$ cat config.mk
export PLATFORM = sky130hd
export DESIGN_NAME = csi_regs
export DESIGN_NICKNAME = d
export VERILOG_FILES = /design/src/hw/csi_pkg.sv /design/src/hw/csi_regs.sv
export SDC_FILE = /design/constraint.sdc
export NUM_CORES = 1
export LEC_CHECK = 0
export BUFFER_PORTS_ARGS = -buffer_cell sky130_fd_sc_hd__buf_2
export CORE_UTILIZATION = 47
export CTS_BUF_LIST = sky130_fd_sc_hd__clkbuf_8
export DETAILED_ROUTE_END_ITERATION = 10
export GPL_TIMING_DRIVEN = 1
export PLACE_DENSITY_LB_ADDON = 0.15
export REMOVE_ABC_BUFFERS = 1
export SLEW_MARGIN = 25
export SYNTH_ARGS = -nofsm -noshare
export SYNTH_HDL_FRONTEND = slang
export SYNTH_SLANG_ARGS = --single-unit
$ cat constraint.sdc
create_clock -name clk_i -period 1.9 [get_ports clk_i]
set_clock_uncertainty 0.1 [all_clocks]
set_input_delay 0.19 -clock clk_i [delete_from_list [all_inputs] [get_ports clk_i]]
set_output_delay 0.19 -clock clk_i [all_outputs]
set_load 0.02 [all_outputs]
$ cat src/hw/csi_pkg.sv
/*
 * Package for the comparator status and interrupt register bank: register
 * offsets, field positions, reset values and the bus carrier structs.
 * Assumes a classic Wishbone slave with 32-bit data and byte addressing.
 */
package csi_pkg;
    // register byte offsets
    localparam logic [7:0] OFF_STAT     = 8'h00;
    localparam logic [7:0] OFF_STAT_CLR = 8'h04;
    localparam logic [7:0] OFF_STAT_SET = 8'h08;
    localparam logic [7:0] OFF_STAT_INV = 8'h0C;
    localparam logic [7:0] OFF_IFLAG    = 8'h10;
    localparam logic [7:0] OFF_IEN      = 8'h14;
    localparam logic [7:0] OFF_IPRIO    = 8'h18;
    localparam logic [7:0] OFF_EVCFG    = 8'h1C;

    // status register fields
    localparam int          STAT_C1OUT = 0;
    localparam int          STAT_C2OUT = 1;
    localparam int          STAT_SIDL  = 13;
    localparam int          STAT_FRZ   = 14;
    localparam logic [31:0] STAT_WMASK = 32'h0000_6000;
    localparam logic [1:0]  STAT_RST   = 2'h0;

    // interrupt flag / enable fields
    localparam int          IRQ_CMP1 = 3;
    localparam int          IRQ_CMP2 = 4;
    localparam logic [1:0]  IRQ_RST  = 2'h0;

    // priority fields
    localparam int          PRI1_LSB = 10;
    localparam int          SUB1_LSB = 8;
    localparam int          PRI2_LSB = 18;
    localparam int          SUB2_LSB = 16;
    localparam logic [2:0]  PRI_RST  = 3'h0;
    localparam logic [1:0]  SUB_RST  = 2'h0;
    localparam logic [2:0]  PRI_OFF  = 3'h0;

    // event selection per comparator: 2 bits, comparator 1 at 1:0, 2 at 3:2
    localparam logic [1:0]  EV_NONE  = 2'h0;
    localparam logic [1:0]  EV_RISE  = 2'h1;
    localparam logic [1:0]  EV_FALL  = 2'h2;
    localparam logic [1:0]  EV_ANY   = 2'h3;
    localparam logic [3:0]  EVCFG_RST = 4'hF;

    localparam logic [31:0] RD_UNDEF = 32'h0000_0000;

    typedef struct packed {
        logic        cyc;
        logic        stb;
        logic        we;
        logic [7:0]  adr;
        logic [3:0]  sel;
        logic [31:0] dat;
    } csi_wb_req_t;

    typedef struct packed {
        logic        ack;
        logic [31:0] dat;
    } csi_wb_rsp_t;

    typedef struct packed {
        logic [2:0] pri;
        logic [1:0] sub;
    } csi_prio_t;
endpackage

$ cat src/hw/csi_regs.sv
/*
 * Comparator status alias ports, interrupt flags, enables and priority
 * fields for two comparators, as a classic Wishbone slave.
 * Assumes synchronous comparator outputs and a single 20 MHz clock.
 */
// Implementation choices: register access over Wishbone and the placing of the registers.
module csi_regs (
    input  wire logic                 clk_i,
    input  wire logic                 rst_i,
    input  wire csi_pkg::csi_wb_req_t wb_req_i,
    output csi_pkg::csi_wb_rsp_t      wb_rsp_o,
    input  wire logic [1:0]           cmp_out_i,
    output logic                      irq_o,
    output csi_pkg::csi_prio_t        cmp1_prio_o,
    output csi_pkg::csi_prio_t        cmp2_prio_o
);
    logic        ack_q;
    logic [31:0] rdat_q;
    logic [31:0] rdat_d;
    logic [1:0]  stat_q;       // bit 0 sidl, bit 1 frz
    logic [1:0]  stat_d;
    logic [1:0]  flag_q;
    logic [1:0]  flag_d;
    logic [1:0]  en_q;
    logic [1:0]  out_q;
    logic [3:0]  evcfg_q;
    logic [2:0]  pri1_q;
    logic [1:0]  sub1_q;
    logic [2:0]  pri2_q;
    logic [1:0]  sub2_q;
    logic [1:0]  event_w;
    logic [31:0] stat_rd_w;

    // bus decode; single-cycle ack, dropped the cycle after
    wire        req_w   = wb_req_i.cyc & wb_req_i.stb & ~ack_q;
    wire        wr_w    = req_w & wb_req_i.we;
    wire [31:0] wmask_w = {{8{wb_req_i.sel[3]}}, {8{wb_req_i.sel[2]}},
                           {8{wb_req_i.sel[1]}}, {8{wb_req_i.sel[0]}}};
    wire [31:0] wd_w    = wb_req_i.dat & wmask_w;
    wire        wr_stat = wr_w & (wb_req_i.adr == csi_pkg::OFF_STAT);
    wire        wr_clr  = wr_w & (wb_req_i.adr == csi_pkg::OFF_STAT_CLR);
    wire        wr_set  = wr_w & (wb_req_i.adr == csi_pkg::OFF_STAT_SET);
    wire        wr_inv  = wr_w & (wb_req_i.adr == csi_pkg::OFF_STAT_INV);
    wire        wr_flag = wr_w & (wb_req_i.adr == csi_pkg::OFF_IFLAG);
    wire        wr_en   = wr_w & (wb_req_i.adr == csi_pkg::OFF_IEN);
    wire        wr_pri  = wr_w & (wb_req_i.adr == csi_pkg::OFF_IPRIO);
    wire        wr_ev   = wr_w & (wb_req_i.adr == csi_pkg::OFF_EVCFG);

    // only sidl and frz are writable; outputs sit outside the mask
    wire [31:0] ad_w  = wd_w & csi_pkg::STAT_WMASK;
    wire [1:0]  ad2_w = {ad_w[csi_pkg::STAT_FRZ], ad_w[csi_pkg::STAT_SIDL]};
    wire [1:0]  pw_w  = {wd_w[csi_pkg::STAT_FRZ], wd_w[csi_pkg::STAT_SIDL]};

    // status next value; zero bits of the alias word pass through
    always_comb begin
        stat_d = stat_q;
        if (wr_stat) begin
            stat_d = pw_w;
        end else if (wr_clr) begin
            stat_d = stat_q & ~ad2_w;
        end else if (wr_set) begin
            stat_d = stat_q | ad2_w;
        end else if (wr_inv) begin
            stat_d = stat_q ^ ad2_w;
        end
    end

    // event detect per comparator from the sampled output
    generate
        for (genvar i = 0; i < 2; i++) begin : g_ev
            wire [1:0] sel_w  = evcfg_q[2*i +: 2];
            wire       rise_w = cmp_out_i[i] & ~out_q[i];
            wire       fall_w = ~cmp_out_i[i] & out_q[i];
            assign event_w[i] = ((sel_w == csi_pkg::EV_RISE) & rise_w)
                              | ((sel_w == csi_pkg::EV_FALL) & fall_w)
                              | ((sel_w == csi_pkg::EV_ANY) & (rise_w | fall_w));
        end
    endgenerate

    // flags: write value, then events win over a same-cycle clear
    wire [1:0] fw_w = {wd_w[csi_pkg::IRQ_CMP2], wd_w[csi_pkg::IRQ_CMP1]};
    always_comb begin
        flag_d = wr_flag ? fw_w : flag_q;
        flag_d = flag_d | event_w;
    end

    // read mux; alias ports read as zero
    assign stat_rd_w = {17'h00000, stat_q[1], stat_q[0], 11'h000, out_q[1], out_q[0]};
    always_comb begin
        rdat_d = 32'h0000_0000;
        case (wb_req_i.adr)
            csi_pkg::OFF_STAT:     rdat_d = stat_rd_w;
            csi_pkg::OFF_STAT_CLR: rdat_d = csi_pkg::RD_UNDEF;
            csi_pkg::OFF_STAT_SET: rdat_d = csi_pkg::RD_UNDEF;
            csi_pkg::OFF_STAT_INV: rdat_d = csi_pkg::RD_UNDEF;
            csi_pkg::OFF_IFLAG:    rdat_d = {27'h0, flag_q, 3'h0};
            csi_pkg::OFF_IEN:      rdat_d = {27'h0, en_q, 3'h0};
            csi_pkg::OFF_IPRIO:    rdat_d = {11'h0, pri2_q, sub2_q, 3'h0,
                                             pri1_q, sub1_q, 8'h00};
            csi_pkg::OFF_EVCFG:    rdat_d = {28'h0, evcfg_q};
            default:               rdat_d = 32'h0000_0000;
        endcase
    end

    // bus answer
    always_ff @(posedge clk_i) begin
        if (rst_i) begin
            ack_q  <= 1'b0;
            rdat_q <= 32'h0000_0000;
        end else begin
            ack_q  <= req_w;
            rdat_q <= rdat_d;
        end
    end

    // status and sampled outputs
    always_ff @(posedge clk_i) begin
        if (rst_i) begin
            stat_q <= csi_pkg::STAT_RST;
            out_q  <= 2'h0;
        end else begin
            stat_q <= stat_d;
            out_q  <= cmp_out_i;
        end
    end

    // flags and enables
    always_ff @(posedge clk_i) begin
        if (rst_i) begin
            flag_q <= csi_pkg::IRQ_RST;
            en_q   <= csi_pkg::IRQ_RST;
        end else begin
            flag_q <= flag_d;
            if (wr_en) en_q <= {wd_w[csi_pkg::IRQ_CMP2], wd_w[csi_pkg::IRQ_CMP1]};
        end
    end

    // priorities and event selection
    always_ff @(posedge clk_i) begin
        if (rst_i) begin
            pri1_q  <= csi_pkg::PRI_RST;
            sub1_q  <= csi_pkg::SUB_RST;
            pri2_q  <= csi_pkg::PRI_RST;
            sub2_q  <= csi_pkg::SUB_RST;
            evcfg_q <= csi_pkg::EVCFG_RST;
        end else begin
            if (wr_pri) begin
                pri1_q <= wd_w[csi_pkg::PRI1_LSB +: 3];
                sub1_q <= wd_w[csi_pkg::SUB1_LSB +: 2];
                pri2_q <= wd_w[csi_pkg::PRI2_LSB +: 3];
                sub2_q <= wd_w[csi_pkg::SUB2_LSB +: 2];
            end
            if (wr_ev) evcfg_q <= wd_w[3:0];
        end
    end

    // forwarding: flag, enable and nonzero priority all needed
    wire pass1_w = flag_q[0] & en_q[0] & (pri1_q != csi_pkg::PRI_OFF);
    wire pass2_w = flag_q[1] & en_q[1] & (pri2_q != csi_pkg::PRI_OFF);
    assign irq_o = pass1_w | pass2_w;

    assign wb_rsp_o.ack = ack_q;
    assign wb_rsp_o.dat = rdat_q;
    assign cmp1_prio_o  = '{pri: pri1_q, sub: sub1_q};
    assign cmp2_prio_o  = '{pri: pri2_q, sub: sub2_q};

    // clear alias empties every written writable bit
    AST_CLR: assert property (@(posedge clk_i) disable iff (rst_i)
        wr_clr && !wr_stat
        |=> (stat_q & $past(ad2_w)) == 2'h0)
        else $error("clear alias left a bit set");

    // set alias fills every written writable bit
    AST_SET: assert property (@(posedge clk_i) disable iff (rst_i)
        wr_set
        |=> ((stat_q & $past(ad2_w)) == $past(ad2_w)))
        else $error("set alias missed a bit");

    // invert alias flips exactly the written bits
    AST_INV: assert property (@(posedge clk_i) disable iff (rst_i)
        wr_inv
        |=> stat_q == ($past(stat_q) ^ $past(ad2_w)))
        else $error("invert alias wrong");

    // no status write, no status change
    AST_KEEP: assert property (@(posedge clk_i) disable iff (rst_i)
        !wr_stat && !wr_clr && !wr_set && !wr_inv
        |=> $stable(stat_q))
        else $error("status changed without a write");

    // zero bits of a clear word keep their value
    AST_CLR_KEEP: assert property (@(posedge clk_i) disable iff (rst_i)
        wr_clr
        |=> (stat_q & ~$past(ad2_w)) == ($past(stat_q) & ~$past(ad2_w)))
        else $error("clear alias touched a zero bit");

    // zero bits of a set word keep their value
    AST_SET_KEEP: assert property (@(posedge clk_i) disable iff (rst_i)
        wr_set
        |=> (stat_q & ~$past(ad2_w)) == ($past(stat_q) & ~$past(ad2_w)))
        else $error("set alias touched a zero bit");

    // an all-zero invert word is a no-op
    AST_INV_ZERO: assert property (@(posedge clk_i) disable iff (rst_i)
        wr_inv && ad2_w == 2'h0
        |=> $stable(stat_q))
        else $error("empty invert word changed status");

    // reserved bits stay zero and outputs keep tracking the pins
    AST_OUTRO: assert property (@(posedge clk_i) disable iff (rst_i)
        wr_clr || wr_set || wr_inv
        |=> stat_rd_w[12:2] == 11'h000 && stat_rd_w[31:15] == 17'h00000
            && stat_rd_w[1:0] == $past(cmp_out_i))
        else $error("alias write touched read-only bits");

    // clear alias reads as the fixed undefined value
    AST_CLRRD: assert property (@(posedge clk_i) disable iff (rst_i)
        req_w && !wb_req_i.we && wb_req_i.adr == csi_pkg::OFF_STAT_CLR
        |=> wb_rsp_o.ack && wb_rsp_o.dat == 32'h0000_0000)
        else $error("clear alias read not zero");

    // set alias reads as the fixed undefined value
    AST_ALIASRD: assert property (@(posedge clk_i) disable iff (rst_i)
        req_w && !wb_req_i.we && wb_req_i.adr == csi_pkg::OFF_STAT_SET
        |=> wb_rsp_o.ack && wb_rsp_o.dat == 32'h0000_0000)
        else $error("alias read not zero");

    // invert alias reads as the fixed undefined value
    AST_INVRD: assert property (@(posedge clk_i) disable iff (rst_i)
        req_w && !wb_req_i.we && wb_req_i.adr == csi_pkg::OFF_STAT_INV
        |=> wb_rsp_o.ack && wb_rsp_o.dat == 32'h0000_0000)
        else $error("invert alias read not zero");

    // flags come out of reset clear
    AST_FLAG_RST: assert property (@(posedge clk_i)
        rst_i
        |=> flag_q == 2'h0)
        else $error("flags not cleared by reset");

    // a flag write with no event lands as written
    AST_FLAG_WR: assert property (@(posedge clk_i) disable iff (rst_i)
        wr_flag && event_w == 2'h0
        |=> flag_q == $past(fw_w))
        else $error("flag write not taken");

    // flags read back at bits 3 and 4
    AST_FLAG_RD: assert property (@(posedge clk_i) disable iff (rst_i)
        req_w && !wb_req_i.we && wb_req_i.adr == csi_pkg::OFF_IFLAG
        |=> wb_rsp_o.dat == {27'h0, $past(flag_q), 3'h0})
        else $error("flag read wrong");

    // comparator 2 flag sticks until written
    AST_HOLD: assert property (@(posedge clk_i) disable iff (rst_i)
        flag_q[1] && !wr_flag
        |=> flag_q[1])
        else $error("flag lost without write");

    // comparator 1 flag sticks until written
    AST_HOLD1: assert property (@(posedge clk_i) disable iff (rst_i)
        flag_q[0] && !wr_flag
        |=> flag_q[0])
        else $error("flag 1 lost without write");

    // comparator 1 event always shows in its flag
    AST_EVT0: assert property (@(posedge clk_i) disable iff (rst_i)
        event_w[0]
        |=> flag_q[0])
        else $error("event 1 not flagged");

    // comparator 2 event always shows in its flag
    AST_EVT1: assert property (@(posedge clk_i) disable iff (rst_i)
        event_w[1]
        |=> flag_q[1])
        else $error("event 2 not flagged");

    // enables come out of reset clear
    AST_EN_RST: assert property (@(posedge clk_i)
        rst_i
        |=> en_q == 2'h0)
        else $error("enables not cleared by reset");

    // an enable write lands as written
    AST_EN_WR: assert property (@(posedge clk_i) disable iff (rst_i)
        wr_en
        |=> en_q == $past({wd_w[csi_pkg::IRQ_CMP2], wd_w[csi_pkg::IRQ_CMP1]}))
        else $error("enable write not taken");

    // enables read back at bits 3 and 4
    AST_EN_RD: assert property (@(posedge clk_i) disable iff (rst_i)
        req_w && !wb_req_i.we && wb_req_i.adr == csi_pkg::OFF_IEN
        |=> wb_rsp_o.dat == {27'h0, $past(en_q), 3'h0})
        else $error("enable read wrong");

    // comparator 1 request forwarded when enabled
    AST_FWD: assert property (@(posedge clk_i) disable iff (rst_i)
        flag_q[0] && en_q[0] && pri1_q != 3'h0
        |-> irq_o)
        else $error("enabled request not forwarded");

    // comparator 2 request forwarded when enabled
    AST_FWD2: assert property (@(posedge clk_i) disable iff (rst_i)
        flag_q[1] && en_q[1] && pri2_q != 3'h0
        |-> irq_o)
        else $error("enabled request 2 not forwarded");

    // nothing enabled, nothing forwarded
    AST_BLOCK: assert property (@(posedge clk_i) disable iff (rst_i)
        !en_q[0] && !en_q[1]
        |-> !irq_o)
        else $error("irq while disabled");

    // comparator 1 blocked, comparator 2 quiet
    AST_BLOCK1: assert property (@(posedge clk_i) disable iff (rst_i)
        !en_q[0] && !(flag_q[1] && en_q[1])
        |-> !irq_o)
        else $error("blocked request 1 forwarded");

    // comparator 2 blocked, comparator 1 quiet
    AST_BLOCK2: assert property (@(posedge clk_i) disable iff (rst_i)
        !en_q[1] && !(flag_q[0] && en_q[0])
        |-> !irq_o)
        else $error("blocked request 2 forwarded");

    // priority code zero disables both requests
    AST_PRIOFF: assert property (@(posedge clk_i) disable iff (rst_i)
        pri1_q == 3'h0 && pri2_q == 3'h0
        |-> !irq_o)
        else $error("irq with priority zero");

    // priority fields land at 12:10 and 20:18
    AST_PRI_WR: assert property (@(posedge clk_i) disable iff (rst_i)
        wr_pri
        |=> pri1_q == $past(wd_w[12:10]) && pri2_q == $past(wd_w[20:18]))
        else $error("priority write misplaced");

    // subpriority fields land at 9:8 and 17:16
    AST_SUB_WR: assert property (@(posedge clk_i) disable iff (rst_i)
        wr_pri
        |=> sub1_q == $past(wd_w[9:8]) && sub2_q == $past(wd_w[17:16]))
        else $error("subpriority write misplaced");

    // all priority fields come out of reset zero
    AST_PRI_RST: assert property (@(posedge clk_i)
        rst_i
        |=> pri1_q == 3'h0 && sub1_q == 2'h0 && pri2_q == 3'h0 && sub2_q == 2'h0)
        else $error("priority not cleared by reset");

    // polling works with the enable off
    AST_POLL: assert property (@(posedge clk_i) disable iff (rst_i)
        event_w[0] && !en_q[0]
        |=> flag_q[0])
        else $error("flag not set while disabled");

    // comparator 2 any-change raises its flag
    AST_EDGE: assert property (@(posedge clk_i) disable iff (rst_i)
        evcfg_q[3:2] == 2'h3 && cmp_out_i[1] != out_q[1]
        |=> flag_q[1])
        else $error("output change raised no request");

    // comparator 1 any-change raises its flag
    AST_EDGE1: assert property (@(posedge clk_i) disable iff (rst_i)
        evcfg_q[1:0] == 2'h3 && cmp_out_i[0] != out_q[0]
        |=> flag_q[0])
        else $error("output 1 change raised no request");
endmodule

**After elaboration in Yosys (flattened, before gate mapping)**

Index checks and enable logic that the tools add are counted.

- Register bits after elaboration: 55
- Logic and storage cells: 77

- Reduce and logical (&&, ||, !) cells: 4
- Multiplexer cells: 6
- Bitwise operators: 43
- Equality and inequality tests: 13

Operators by type and width:

| cell | count |
|---|---|
| $pmux W21 S5 | 1 |
| $eq A8 B5 Y1 const B | 4 |
| $and A1 B1 Y1 | 25 |
| $and A21 B21 Y21 | 1 |
| $eq A8 B4 Y1 const B | 2 |
| $mux W2 | 5 |
| $eq A2 B2 Y1 const B | 4 |
| $eq A8 B3 Y1 const B | 1 |
| $logic_not A8 Y1 | 1 |
| $or A1 B1 Y1 | 7 |
| $reduce_bool A3 Y1 | 2 |
| $not A1 Y1 | 5 |
| $eq A2 B1 Y1 const B | 2 |
| $or A2 B2 Y2 | 2 |
| $reduce_bool A4 Y1 | 1 |
| $and A2 B2 Y2 | 1 |
| $not A2 Y2 | 1 |
| $xor A2 B2 Y2 | 1 |

**Logic depth before layout (Yosys ltp)**

Gate-level depths: netlist of the first run.

- Depth in word-level cells: 8
- Depth in mapped cells: 6
- Depth with buffers taken out: 6

**Least setup slack after synthesis of the first run**

Ideal clock, no wire load.

- Kind: flip-flop to flip-flop
- Start: reg ack_q
- End: reg stat_q[0]
- Cell stages (with the launch flop): 6
- Arrival: 1.368 ns
- Data required time: 1.724 ns
- Library setup time: 0.076 ns
- Path slack: 0.356 ns
- Buffers on the path: 1
- Cells stage by stage: dfxtp_1 -> and4b_1 -> clkbuf_1 -> and3_1 -> mux2_2 -> o22ai_1

- Longest elaborated chain between the ends: 7
- Elaborated cells between the ends (all ways): 11
- Those cells by class: mux (3); bitwise (7); reduce/logical (1)

RTL lines:

| element | RTL line | RTL |
|---|---|---|
| start: declaration | csi_regs.sv:17 | `logic ack_q;` |
| start signal: assignment | csi_regs.sv:111 | `ack_q <= req_w;` |
| $not A1 Y1 * | csi_regs.sv:35 | `wire req_w = wb_req_i.cyc & wb_req_i.stb & ~ack_q;` |
| $and A1 B1 Y1 * | csi_regs.sv:35 |  |
| $and A1 B1 Y1 * | csi_regs.sv:36 | `wire wr_w = req_w & wb_req_i.we;` |
| $and A1 B1 Y1 | csi_regs.sv:42 | `wire wr_set = wr_w & (wb_req_i.adr == csi_pkg::OFF_STAT_SET);` |
| $mux W2 | csi_regs.sv:61 | `end else if (wr_set) begin` |
| $mux W2 | csi_regs.sv:59 | `end else if (wr_clr) begin` |
| $mux W2 | csi_regs.sv:57 | `if (wr_stat) begin` |
| end signal: assignment | csi_regs.sv:119 | `stat_q <= csi_pkg::STAT_RST;` |
| end signal: assignment | csi_regs.sv:122 | `stat_q <= stat_d;` |
| end: declaration | csi_regs.sv:20 | `logic [1:0] stat_q;` |

Every way passes the cells marked *; elsewhere a longest branch is shown, timed or not.
A chain may end at the register's enable or synchronous reset.

**Worst setup path in the final report of the first run**

- Start: reg ack_q
- End: reg pri2_q[1]

- Longest elaborated chain between the ends: 4

RTL lines:

| element | RTL line | RTL |
|---|---|---|
| $not A1 Y1 | csi_regs.sv:35 |  |
| $and A1 B1 Y1 | csi_regs.sv:35 |  |
| $and A1 B1 Y1 | csi_regs.sv:36 |  |
| $and A1 B1 Y1 | csi_regs.sv:46 | `wire wr_pri = wr_w & (wb_req_i.adr == csi_pkg::OFF_IPRIO);` |
| end signal: assignment | csi_regs.sv:143 | `pri2_q <= csi_pkg::PRI_RST;` |
| end signal: assignment | csi_regs.sv:150 | `pri2_q <= wd_w[csi_pkg::PRI2_LSB +: 3];` |
| end: declaration | csi_regs.sv:29 | `logic [2:0] pri2_q;` |

Every way passes these cells.

==> impl_results.md, run 1 <==
- Multiplexer area fraction after synthesis: 0.0390
- Final wirelength: between 3 and 4 mm
- Mean routed wirelength per cell: ~12 um
- CP peak stage delay: 0.45 ns
- DP Wirelength: 2.92 mm
- Pint: 1.15 mW
- Simple-Gate Fraction of Synth Area: 0.258
- Ys flop type: dfxtp_1
- HP Class: input port to flop
- Fraction of registers with async set or reset after synthesis: 0
- Unique masters post-synth: 36
- Mean post-synth cell area: 8.97 um^2
- Core area: approximately 3800 um^2
- EDFF count, synth: 0
- Final setup vio count: 0
- Chip width: 65.4 um
- Routed vias: 1642
- I/O pin count: 95
- Total Nets Final: 332
- Final Util: 0.601
- CP required: 2.01 ns
- RePlAce Congestion: 0.739
- Overall Global Routing Usage: 0.185
- Crit-path slowest cell: and4_1
- R2r setup slk: 0.26 ns
- Count leader, synth: dfxtp_1
- Post-route ant nets: 0
- Worst Setup Start Kind: flop
- Initial DRC count: 80
- Hold Vio Cnt, Final: 0
- Vias/cell: 5.12
- Clock Latency Late Sink: 0.29 ns
- Clock Sinks: 40
- Syn-to-layout area delta: 19.8%
- Vias in the first global route: ~1300
- WP data arrival: roughly 1.8 ns
- Combinational share of power: 0.098
- Setup CP Type: flop to flop
- Setup tns final: 0 ns
- N_diodes: 0
- Share of layout cells above drive strength 1: 0.297
- Clock tree buffer depth: 2
- Max H-tree Level: 2
- Fin crit period: 1.64 ns
- Critical Path, Cell by Cell: and4b_1, and4_1, nand3_1, a21oi_1
- Initial core utilization: 0.502
- Switch share: 0.252
- First-pass GRT wire length: 5.98 mm
- Actual transition at the worst max-transition pin: ~0.54 ns
- LEAKAGE: around 1.0 nW
- Total Power: 1.54 mW
- Status: complete, no violations
- Power per standard cell area: 678 nW/um^2
- Residual DRC count: 0
- Synth area leaders: dfxtp_1, buf_4, ha_1
- Full die area: 4280 um^2
- Initial antenna violation count: 0
- Maximum capacitance violations: 0
- # hold bufs at CTS: 0
- Sequential share of power: 0.555
- Synth Area in Adders: 0.0529
- RSZ-0062 raised after global routing: false
- Synth warn: 0
- Post-CTS setup buffers: 0
- Port Buf Inserts: 63
- Inserted Clock Buffers: 5
- CTS resizes: 0
- Count of pins over their slew limit: 0
- Worst vdd ir: 0.308 mV
- Top cells by count, synth: dfxtp_1, nand3_1, nand2_1
- Max Freq: 610 MHz
- Crit end category: flop
- Yosys top cell area share: 0.423
- CTS tree: yes
- Cell taking the most area after synthesis: dfxtp_1
- Post-Synthesis Cells: about 210
- Switch Pwr: ~0.39 mW
- FILL cells: between 300 and 400
- Largest net degree at the start of global routing: 29
- Compound-Gate Fraction of Synth Area: 0.120
- DR pass1 iterations: 4
- Main combinational cell family by area after synthesis: simple AND/OR/NAND/NOR gates
- Row cnt: 22
- Seq/Total Area, Yosys: 0.423
- Final Cycle Share: 0.864
- Post-synthesis xor/xnor area fraction: 0
- Worst-path clk slew: 0.08 ns
- Root Buffer: clkbuf_8
- Mapped Area: 1890 um^2
- Clock power frac: 0.347
- Crit-path max FO: 10
- GRT overflow: 0
- Post-synthesis register bit count: 40
- Slew margin rel.: 0.641
- Die height: ~65 um
[state kept, by name (all words and copies together), names as in the netlist]
name / count
ack_q: 1
en_q: 2
evcfg_q: 4
flag_q: 2
out_q: 2
pri1_q: 3
pri2_q: 3
rdat_q: 17
stat_q: 2
sub1_q: 2
sub2_q: 2
[critical path, delay by kind of cell, from the launching register on]
kind / cells / cell delay, ns
DFF: 1 / 0.33
and+or+nand+nor: 3 / 0.99
AOI/OAI and AO/OA: 1 / 0.14
[metal layers]
layer	vias up	track usage	routed length, um
met3	2	0.0590	209
li1	832	-	-
met5	-	0	0
met4	0	0.0652	29
met1	753	0.224	1800
met2	55	0.304	1820
[layout by cell type (no fill, tap or decap), types with 2 or more instances in the layout]
cell	instances
a21oi_1	14
a22oi_1	3
a31oi_1	2
a32oi_1	2
and2_1	13
and3_1	3
and4_1	3
buf_2	63
buf_4	4
clkbuf_8	5
conb_1	15
dfxtp_1	40
ha_1	8
inv_1	9
mux2_2	3
mux2i_1	4
nand2_1	18
nand3_1	20
nand4_1	5
nor2_1	7
nor2b_1	2
nor3_1	4
o21ai_0	8
o22ai_1	2
o2bb2ai_1	2
o311ai_0	2
[per-stage QoR]
| step | setup slack, ns | instance area, um^2 | hold WS [ns] | std cells |
|---|---|---|---|---|
| after CTS | 0.250 | 2270 | 0.0181 | 321 |
| after global routing | 0.0982 | 2270 | 0.0452 | 321 |
| after detailed placement | 0.227 | 2180 | 0.330 | 314 |
| after global placement | 0.253 | 2180 | 0.323 | 314 |
| final | 0.259 | 2270 | 0.0233 | 321 |
| after floorplan | 0.351 | 1780 | 0.157 | 199 |
[final timing paths]
kind / from / to / cells after the start
worst max-delay path: ack_q / pri2_q[1] / 4
worst min register to register: ack_q / ack_q / 1
worst max register to register: ack_q / pri2_q[1] / 4
worst min-delay path: wb_req_i[45] / ack_q / 3
[layout make-up]
| class | count | area, um^2 | area share |
|---|---|---|---|
| clock buffers | 5 | 68.8 | 0.0304 |
| clock inverters | 2 | 12.5 | 0.00552 |
| inverters | 9 | 33.8 | 0.0149 |
| multi-input cells | 150 | 945 | 0.417 |
| flip-flops and latches | 40 | 801 | 0.353 |
| well taps | 48 | 60.1 | 0.0265 |
| repair buffers | 67 | 345 | 0.152 |
[kinds of logic after synthesis]
logic type                 after synthesis
other                                    1
adders and majority gates                8
AOI/OAI and AO/OA                       37
and+or+nand+nor                         83
muxes                                    7
buffers and inverters                   35
DFF                                     40
[power groups by stage]
stage               clock network, mW  logic (mW)  registers, mW
global placement                    0       0.149          0.871
floorplan                           0      0.0731          0.870
global route                    0.592       0.167          0.853
CTS                             0.548       0.151          0.852
finish                          0.533       0.151          0.852
detailed placement                  0       0.151          0.871
Power figures use the tool's default switching activity.
==> run 2: changes to the inputs <==
--- a/config.mk
+++ b/config.mk
@@ -5,9 +5,11 @@
 export SDC_FILE = /design/constraint.sdc
 export NUM_CORES = 1
 export LEC_CHECK = 0
+export ABC_AREA = 1
 export BUFFER_PORTS_ARGS = -buffer_cell sky130_fd_sc_hd__buf_2
-export CORE_UTILIZATION = 47
+export CORE_UTILIZATION = 48
 export CTS_BUF_LIST = sky130_fd_sc_hd__clkbuf_8
+export CTS_CLUSTER_SIZE = 14
 export DETAILED_ROUTE_END_ITERATION = 10
 export GPL_TIMING_DRIVEN = 1
 export PLACE_DENSITY_LB_ADDON = 0.15
==> impl_results.md, run 2 <==
- Count of pins over their slew limit: 0 (unchanged)
- Post-synthesis register bit count: 40 (unchanged)
- I/O pin count: 95 (unchanged)
- Root Buffer: clkbuf_8
- Full die area: 4400 um^2 (+2.7%)
- Final Cycle Share: 0.798 (-0.0659)
- HP Start: wb_req_i[45]
- Residual DRC count: 0 (unchanged)
- Max Freq: 660 MHz (+8.3%)
- DP Wirelength: 3.13 mm (+7.1%)
- Top cells by count, synth: nand2_1, dfxtp_1, inv_1
- Vias in the first global route: 1531 (+14%)
- Total Nets Final: 367 (+11%)
- Final cell count without fillers: 359 (+12%)
- Share of layout cells above drive strength 1: 0.333 (+0.0366)
- LEAKAGE: 1.21 nW (+16%)
- Routed vias: 1701 (+3.6%)
- Met2 routed WL: 2.02 mm (+11%)
- Die height: 66.3 um (+1.3%)
- Post-route ant nets: 0 (unchanged)
- CP required: 1.61 ns (-0.40 ns)
- Seq/Total Area, Yosys: 0.403 (-0.0200)
- # hold bufs at CTS: 0 (unchanged)
- CTS resizes: 0 (unchanged)
- R2r worst-path depth: 7 (+3)
- Hold Slack: 0.0208 ns (-0.00247 ns)
- R2r setup slk: 0.49 ns (+0.23 ns)
- Mean post-synth cell area: 8.14 um^2 (-9.2%)
- Worst Setup Start Kind: flop
- Max reg flops: 17 (unchanged)
- Unique masters post-synth: 35 (-2.8%)
- Worst vdd ir: 0.494 mV (+61%)
- Largest reg by FF count: rdat_q
- Inserted Clock Buffers: 5 (unchanged)
- Met3 wire len: 192 um (-8.1%)
- RSZ-0062 raised after global routing: false
- Syn-to-layout area delta: 20.4%
- CTS tree: yes
- Status: complete, no violations
- DRT met1 WL: 1.86 mm (+3.5%)
- Initial DRC count: 70 (-13%)
- Final wirelength: 4.13 mm (+7.0%)
- RePlAce Congestion: 0.901 (+22%)
- Fin crit period: 1.52 ns (-0.125 ns)
- First-pass GRT wire length: 6.50 mm (+8.8%)
- Final setup vio count: 0 (unchanged)
- Core area: 3970 um^2 (+5.3%)
- Crit path buffers/inverters: 1 (+1)
- Most frequent cells in the layout: buf_2, nand2_1, dfxtp_1, inv_1, nand3_1
- Fraction of registers with async set or reset after synthesis: 0 (unchanged)
- Hold Vio Cnt, Final: 0 (unchanged)
- Post-CTS setup buffers: 0 (unchanged)
- R2R Path End: pri1_q[2]
- Final Util: 0.602 (+0.00122)
- Initial core utilization: 0.500 (-0.00166)
- GRT overflow: 0 (unchanged)
- Worst-path clk slew: 0.08 ns (about the same)
- Row cnt: 23 (+4.5%)
- Maximum capacitance violations: 0 (unchanged)
- Ys flop type: dfxtp_1
- N_diodes: 0 (unchanged)
- Worst Hold Endpoint: ack_q
- Hold depth: 3 (unchanged)
- Synth warn: 0 (unchanged)
- Crit end category: output pin
- Post-Synthesis Cells: 244 (+16%)
- Port Buf Inserts: 63 (unchanged)
- Biggest regs: rdat_q: 17 flops, evcfg_q: 4 flops
- EDFF count, synth: 0 (unchanged)
- Critical Path, Cell by Cell: o311ai_0, o21ai_0, buf_2
- Crit-path max FO: 3 (-7)
- Mean routed wirelength per cell: 11.5 um (-4.3%)
- Largest net degree at the start of global routing: 18 (-38%)
- Chip width: 66.3 um (+1.3%)
- Yosys top cell area share: 0.403 (-0.0200)
- DR pass1 iterations: 4 (unchanged)
- Initial antenna violation count: 0 (unchanged)
- Overall Global Routing Usage: 0.198 (+0.0137)
- Top sig layer: met4
- Setup CP Type: flop to output pin
- Count leader, synth: nand2_1
- CP peak stage delay: 0.33 ns (-0.12 ns)
- Most common cell after layout, fill and taps aside: buf_2
- Placed insts: 351 (+12%)
- FF-to-FF Start: ack_q
- Clock Sinks: 40 (unchanged)
- Crit-path slowest cell: dfxtp_1
- Clock tree buffer depth: 2 (unchanged)
- Largest delay share family, worst path: compound AO/OA/AOI/OAI gates
- HP Class: input port to flop
- WP data arrival: 1.23 ns (-0.53 ns)
- Power per standard cell area: 738 nW/um^2 (+8.8%)
- Synth area leaders: dfxtp_1, nand2_1, buf_4
- FILL cells: 396 (+4.2%)
- Setup tns final: 0 ns (unchanged)
- Cell taking the most area after synthesis: dfxtp_1
- Mapped Area: 1990 um^2 (+5.0%)
- Max H-tree Level: 2 (unchanged)
- Clock Latency Late Sink: 0.29 ns (about the same)
- Vias/cell: 4.74 (-7.4%)
[run 2: cells by family (layout without fill, tap and decap cells)]
family                     after synthesis  after routing  share of synthesized area
and+or+nand+nor                        108            108                      0.288
adders and majority gates                8              8                     0.0504
other                                    1             15                    0.00189
buffers and inverters                   54            105                      0.149
AOI/OAI and AO/OA                       33             33                      0.108
DFF                                     40             40                      0.403
[run 2: final cells by class]
type	instances	area [um^2]	share of cell area
clock buffer	7	96.3	0.0403
timing repair buffer	66	338	0.141
multi-input combinational	164	942	0.394
tap	50	62.6	0.0262
inverter	31	121	0.0508
clock inverter	1	30.0	0.0126
sequential	40	801	0.335
[run 2: per-layer routing]
| layer | GRT usage | up-vias |
|---|---|---|
| li1 | - | 885 |
| met1 | 0.236 | 764 |
| met2 | 0.338 | 45 |
| met3 | 0.0431 | 7 |
| met4 | 0.0878 | 0 |
| met5 | 0 | - |
[run 2: stage by stage]
| step | setup slack [ns] | power (mW) | cell area (um^2) |
|---|---|---|---|
| 2_1_floorplan | 0.566 | 0.948 | 1860 |
| 3_3_place_gp | 0.470 | 1.02 | 2260 |
| 3_5_place_dp | 0.455 | 1.02 | 2260 |
| 4_1_cts | 0.356 | 1.78 | 2390 |
| 5_1_grt | 0.342 | 1.83 | 2390 |
| 6_report | 0.384 | 1.76 | 2390 |
[run 2: power by group]
part | internal (mW) | leakage [nW] | switching (mW)
Clock | 0.464 | 0.0645 | 0.298
Combinational | 0.0511 | 0.826 | 0.100
Sequential | 0.845 | 0.324 | 0.00543
[run 2: worst max path at each step]
| stage | start | end | cells past startpoint |
|---|---|---|---|
| 2_1_floorplan | pri1_q[2] | irq_o | 2 |
| 3_3_place_gp | wb_req_i[37] | rdat_q[2] | 10 |
| 3_5_place_dp | wb_req_i[37] | rdat_q[2] | 10 |
| 4_1_cts | pri2_q[2] | irq_o | 3 |
| 5_1_grt | pri2_q[0] | irq_o | 3 |
| 6_report | pri2_q[2] | irq_o | 3 |
[run 2: worst reg2reg max path: stages, from the launching register on]
cell and delay [ns]:
dfxtp_1 0.33, inv_1 0.07, nand4_2 0.15, inv_2 0.24, nand2_4 0.10, clkinv_4 0.14, nand3_1 0.08, a21oi_1 0.13
==> run 3: changes to the inputs <==
--- a/config.mk
+++ b/config.mk
@@ -7,7 +7,7 @@
 export LEC_CHECK = 0
 export ABC_AREA = 1
 export BUFFER_PORTS_ARGS = -buffer_cell sky130_fd_sc_hd__buf_2
-export CORE_UTILIZATION = 48
+export CORE_UTILIZATION = 43
 export CTS_BUF_LIST = sky130_fd_sc_hd__clkbuf_8
 export CTS_CLUSTER_SIZE = 14
 export DETAILED_ROUTE_END_ITERATION = 10
==> constraint.sdc (replaced) <==
create_clock -name clk_i -period 1.2 [get_ports clk_i]
set_clock_uncertainty 0.1 [all_clocks]
set_input_delay 0.12 -clock clk_i [delete_from_list [all_inputs] [get_ports clk_i]]
set_output_delay 0.12 -clock clk_i [all_outputs]
set_load 0.02 [all_outputs]
==> impl_results.md, run 3 (synthesis gave the netlist of run 2 again) <==
- Sequential share of power: 0.473 (-0.009)
- Hold Slack: 0.0148 ns (-0.00604 ns)
- Switch share: 0.256 (+0.0273)
- FILL cells: 363 (-8.3%)
- Fin crit period: approximately 1.4 ns
- Clock power frac: 0.402 (-0.030)
- Total Nets Final: 411 (+12%)
- Placed inst area: 2460 um^2 (+8.8%)
- PnR worst setup slack: -0.194 ns (-0.579 ns)
- Status: finished with violations
- Final setup vio count: 13 (+13)
- Die height: 70.0 um (+5.5%)
- Crit end category: output pin
- Maximum capacitance violations: 0 (unchanged)
- Max reg flops: 17 (unchanged)
- Syn-to-layout area delta: 51.9%
- Max H-tree Level: 2 (unchanged)
- Final wirelength: 4.65 mm (+12%)
- Initial core utilization: 0.453 (-0.0471)
- Setup tns final: -0.700 ns (-0.700 ns)
- I/O pin count: 95 (unchanged)
- RePlAce Congestion: 0.765 (-15%)
- Residual DRC count: 0 (unchanged)
- Largest reg by FF count: rdat_q
- Clock tree buffer depth: 2 (unchanged)
- Placed insts: 376 (+7.1%)
- Total Power: 2.85 mW (+62%)
- Routed vias: 1916 (+13%)
- Combinational share of power: 0.124 (+0.038)
- Biggest regs: rdat_q: 17 flops, evcfg_q: 4 flops
- Worst-path clk slew: 0.09 ns (about the same)
- HP Class: input port to flop
- Hold Vio Cnt, Final: 0 (unchanged)
- First-pass GRT wire length: 7.57 mm (+16%)
- Full die area: 4890 um^2 (+11%)
- N_diodes: 0 (unchanged)
- Overall Global Routing Usage: 0.191 (-0.00724)
- CP required: 0.98 ns (-0.63 ns)
- Crit-path max FO: 4 (+1)
- Row cnt: 24 (+4.3%)
- Vias in the first global route: 1761 (+15%)
- Switch Pwr: 0.731 mW (+81%)
- Worst Hold Endpoint: sub2_q[1]
- Root Buffer: clkbuf_8
- Core area: 4380 um^2 (+10%)
- Most common cell after layout, fill and taps aside: buf_2
- Final Util: 0.688 (+0.0857)
- Initial antenna violation count: 0 (unchanged)
- Final Cycle Share: 1.16
- DP Wirelength: 3.15 mm (+0.76%)
- Hold depth: 3 (unchanged)
- LEAKAGE: 1.47 nW (+21%)
- HP Start: wb_req_i[17]
- GRT overflow: 0 (unchanged)
- Port Buf Inserts: 63 (unchanged)
- CTS tree: yes
- R2r worst-path depth: 7 (unchanged)
- Inserted Clock Buffers: 5 (unchanged)
- Post-route ant nets: 0 (unchanged)
- Worst Setup Start Kind: flop
- Worst slack at placement: -0.129 ns (-0.584 ns)
- FF-to-FF Start: ack_q
- Mean routed wirelength per cell: 11.5 um (-0.30%)
- Count of pins over their slew limit: 0 (unchanged)
- RSZ-0062 raised after global routing: true
- R2R Path End: evcfg_q[3]
- Final cell count without fillers: 405 (+13%)
- Clock Latency Late Sink: 0.30 ns (about the same)
- Setup CP Type: flop to output pin
- Largest net degree at the start of global routing: 22 (+4)
- Worst vdd ir: 0.622 mV (+26%)
- Finished Cell Area: 3020 um^2 (+26%)
- Pint: 2.12 mW (+56%)
- WP data arrival: 1.17 ns (-0.06 ns)
- Most frequent cells in the layout: buf_2, dfxtp_1, nand2_1, inv_1, buf_4
- Share of layout cells above drive strength 1: 0.473 (+0.140)
- Chip width: 70.0 um (+5.5%)
- Violated checks: setup timing
- R2r setup slk: -0.10 ns (-0.59 ns)
- Vias/cell: 4.73 (-0.15%)
- Max Freq: 717 MHz
- Clock Sinks: 40 (unchanged)
- Power per standard cell area: 946 nW/um^2 (+28%)
- Initial DRC count: 106 (+51%)
- DR pass1 iterations: 4 (unchanged)
[run 3: changes by cell type in the layout (fill, tap and decap cells not counted), moves of 5 or more]
cell / delta
buf_4: +21
dlygate4sd3_1: +16
nand2_1: -11
nand2_2: +8
nand3_1: -7
nand3_2: +6
a21oi_1: -5
a21oi_2: +5
o21ai_0: -5
o21ai_1: +5
[run 3: worst max-delay path: stages, from the launching register on]
cell	delay, ns
dfxtp_1	0.34
nor3_1	0.27
o21ai_1	0.11
buf_4	0.16
[run 3: how the worst max path moves through the flow]
stage	from	end	depth (start not counted)
floorplan	ack_q	pri2_q[0]	7
global placement	wb_req_i[43]	evcfg_q[3]	9
detailed placement	wb_req_i[43]	evcfg_q[3]	9
CTS	pri2_q[1]	irq_o	3
global route	pri1_q[2]	irq_o	3
finish	pri1_q[2]	irq_o	3
[run 3: layer usage]
layer,vias up,global-route usage,wire [um]
met5,-,0,0
met4,0,0.0422,40
met3,7,0.0505,263
met2,60,0.315,2260
met1,861,0.250,2080
li1,988,-,-
[run 3: area by class of cell]
cell class                 instances  area, um^2  area share
tap                               52        65.1      0.0216
clock buffer                       5        68.8      0.0228
inverter                          31         136      0.0452
timing repair buffer             108         736       0.244
sequential                        40         806       0.267
clock inverter                     3        46.3      0.0154
multi-input combinational        164        1130       0.375
timing repair inverter             2        27.5     0.00913
[run 3: timing repair]
action / in CTS / in global routing
hold endpoints to repair: 14 / 1
resized for setup: 22 / 43
pin swaps: 6 / 14
cloned: 1 / 1
setup endpoints to repair: 15 / 21
hold buffers: 15 / 1
buffers inserted: 3 / 0
[run 3: power groups by stage]
stage	Combinational [mW]	Clock, mW	Sequential [mW]
global route	0.387	1.22	1.35
detailed placement	0.270	0	1.38
finish	0.355	1.15	1.35
global placement	0.268	0	1.38
CTS	0.327	1.17	1.35
floorplan	0.122	0	1.38
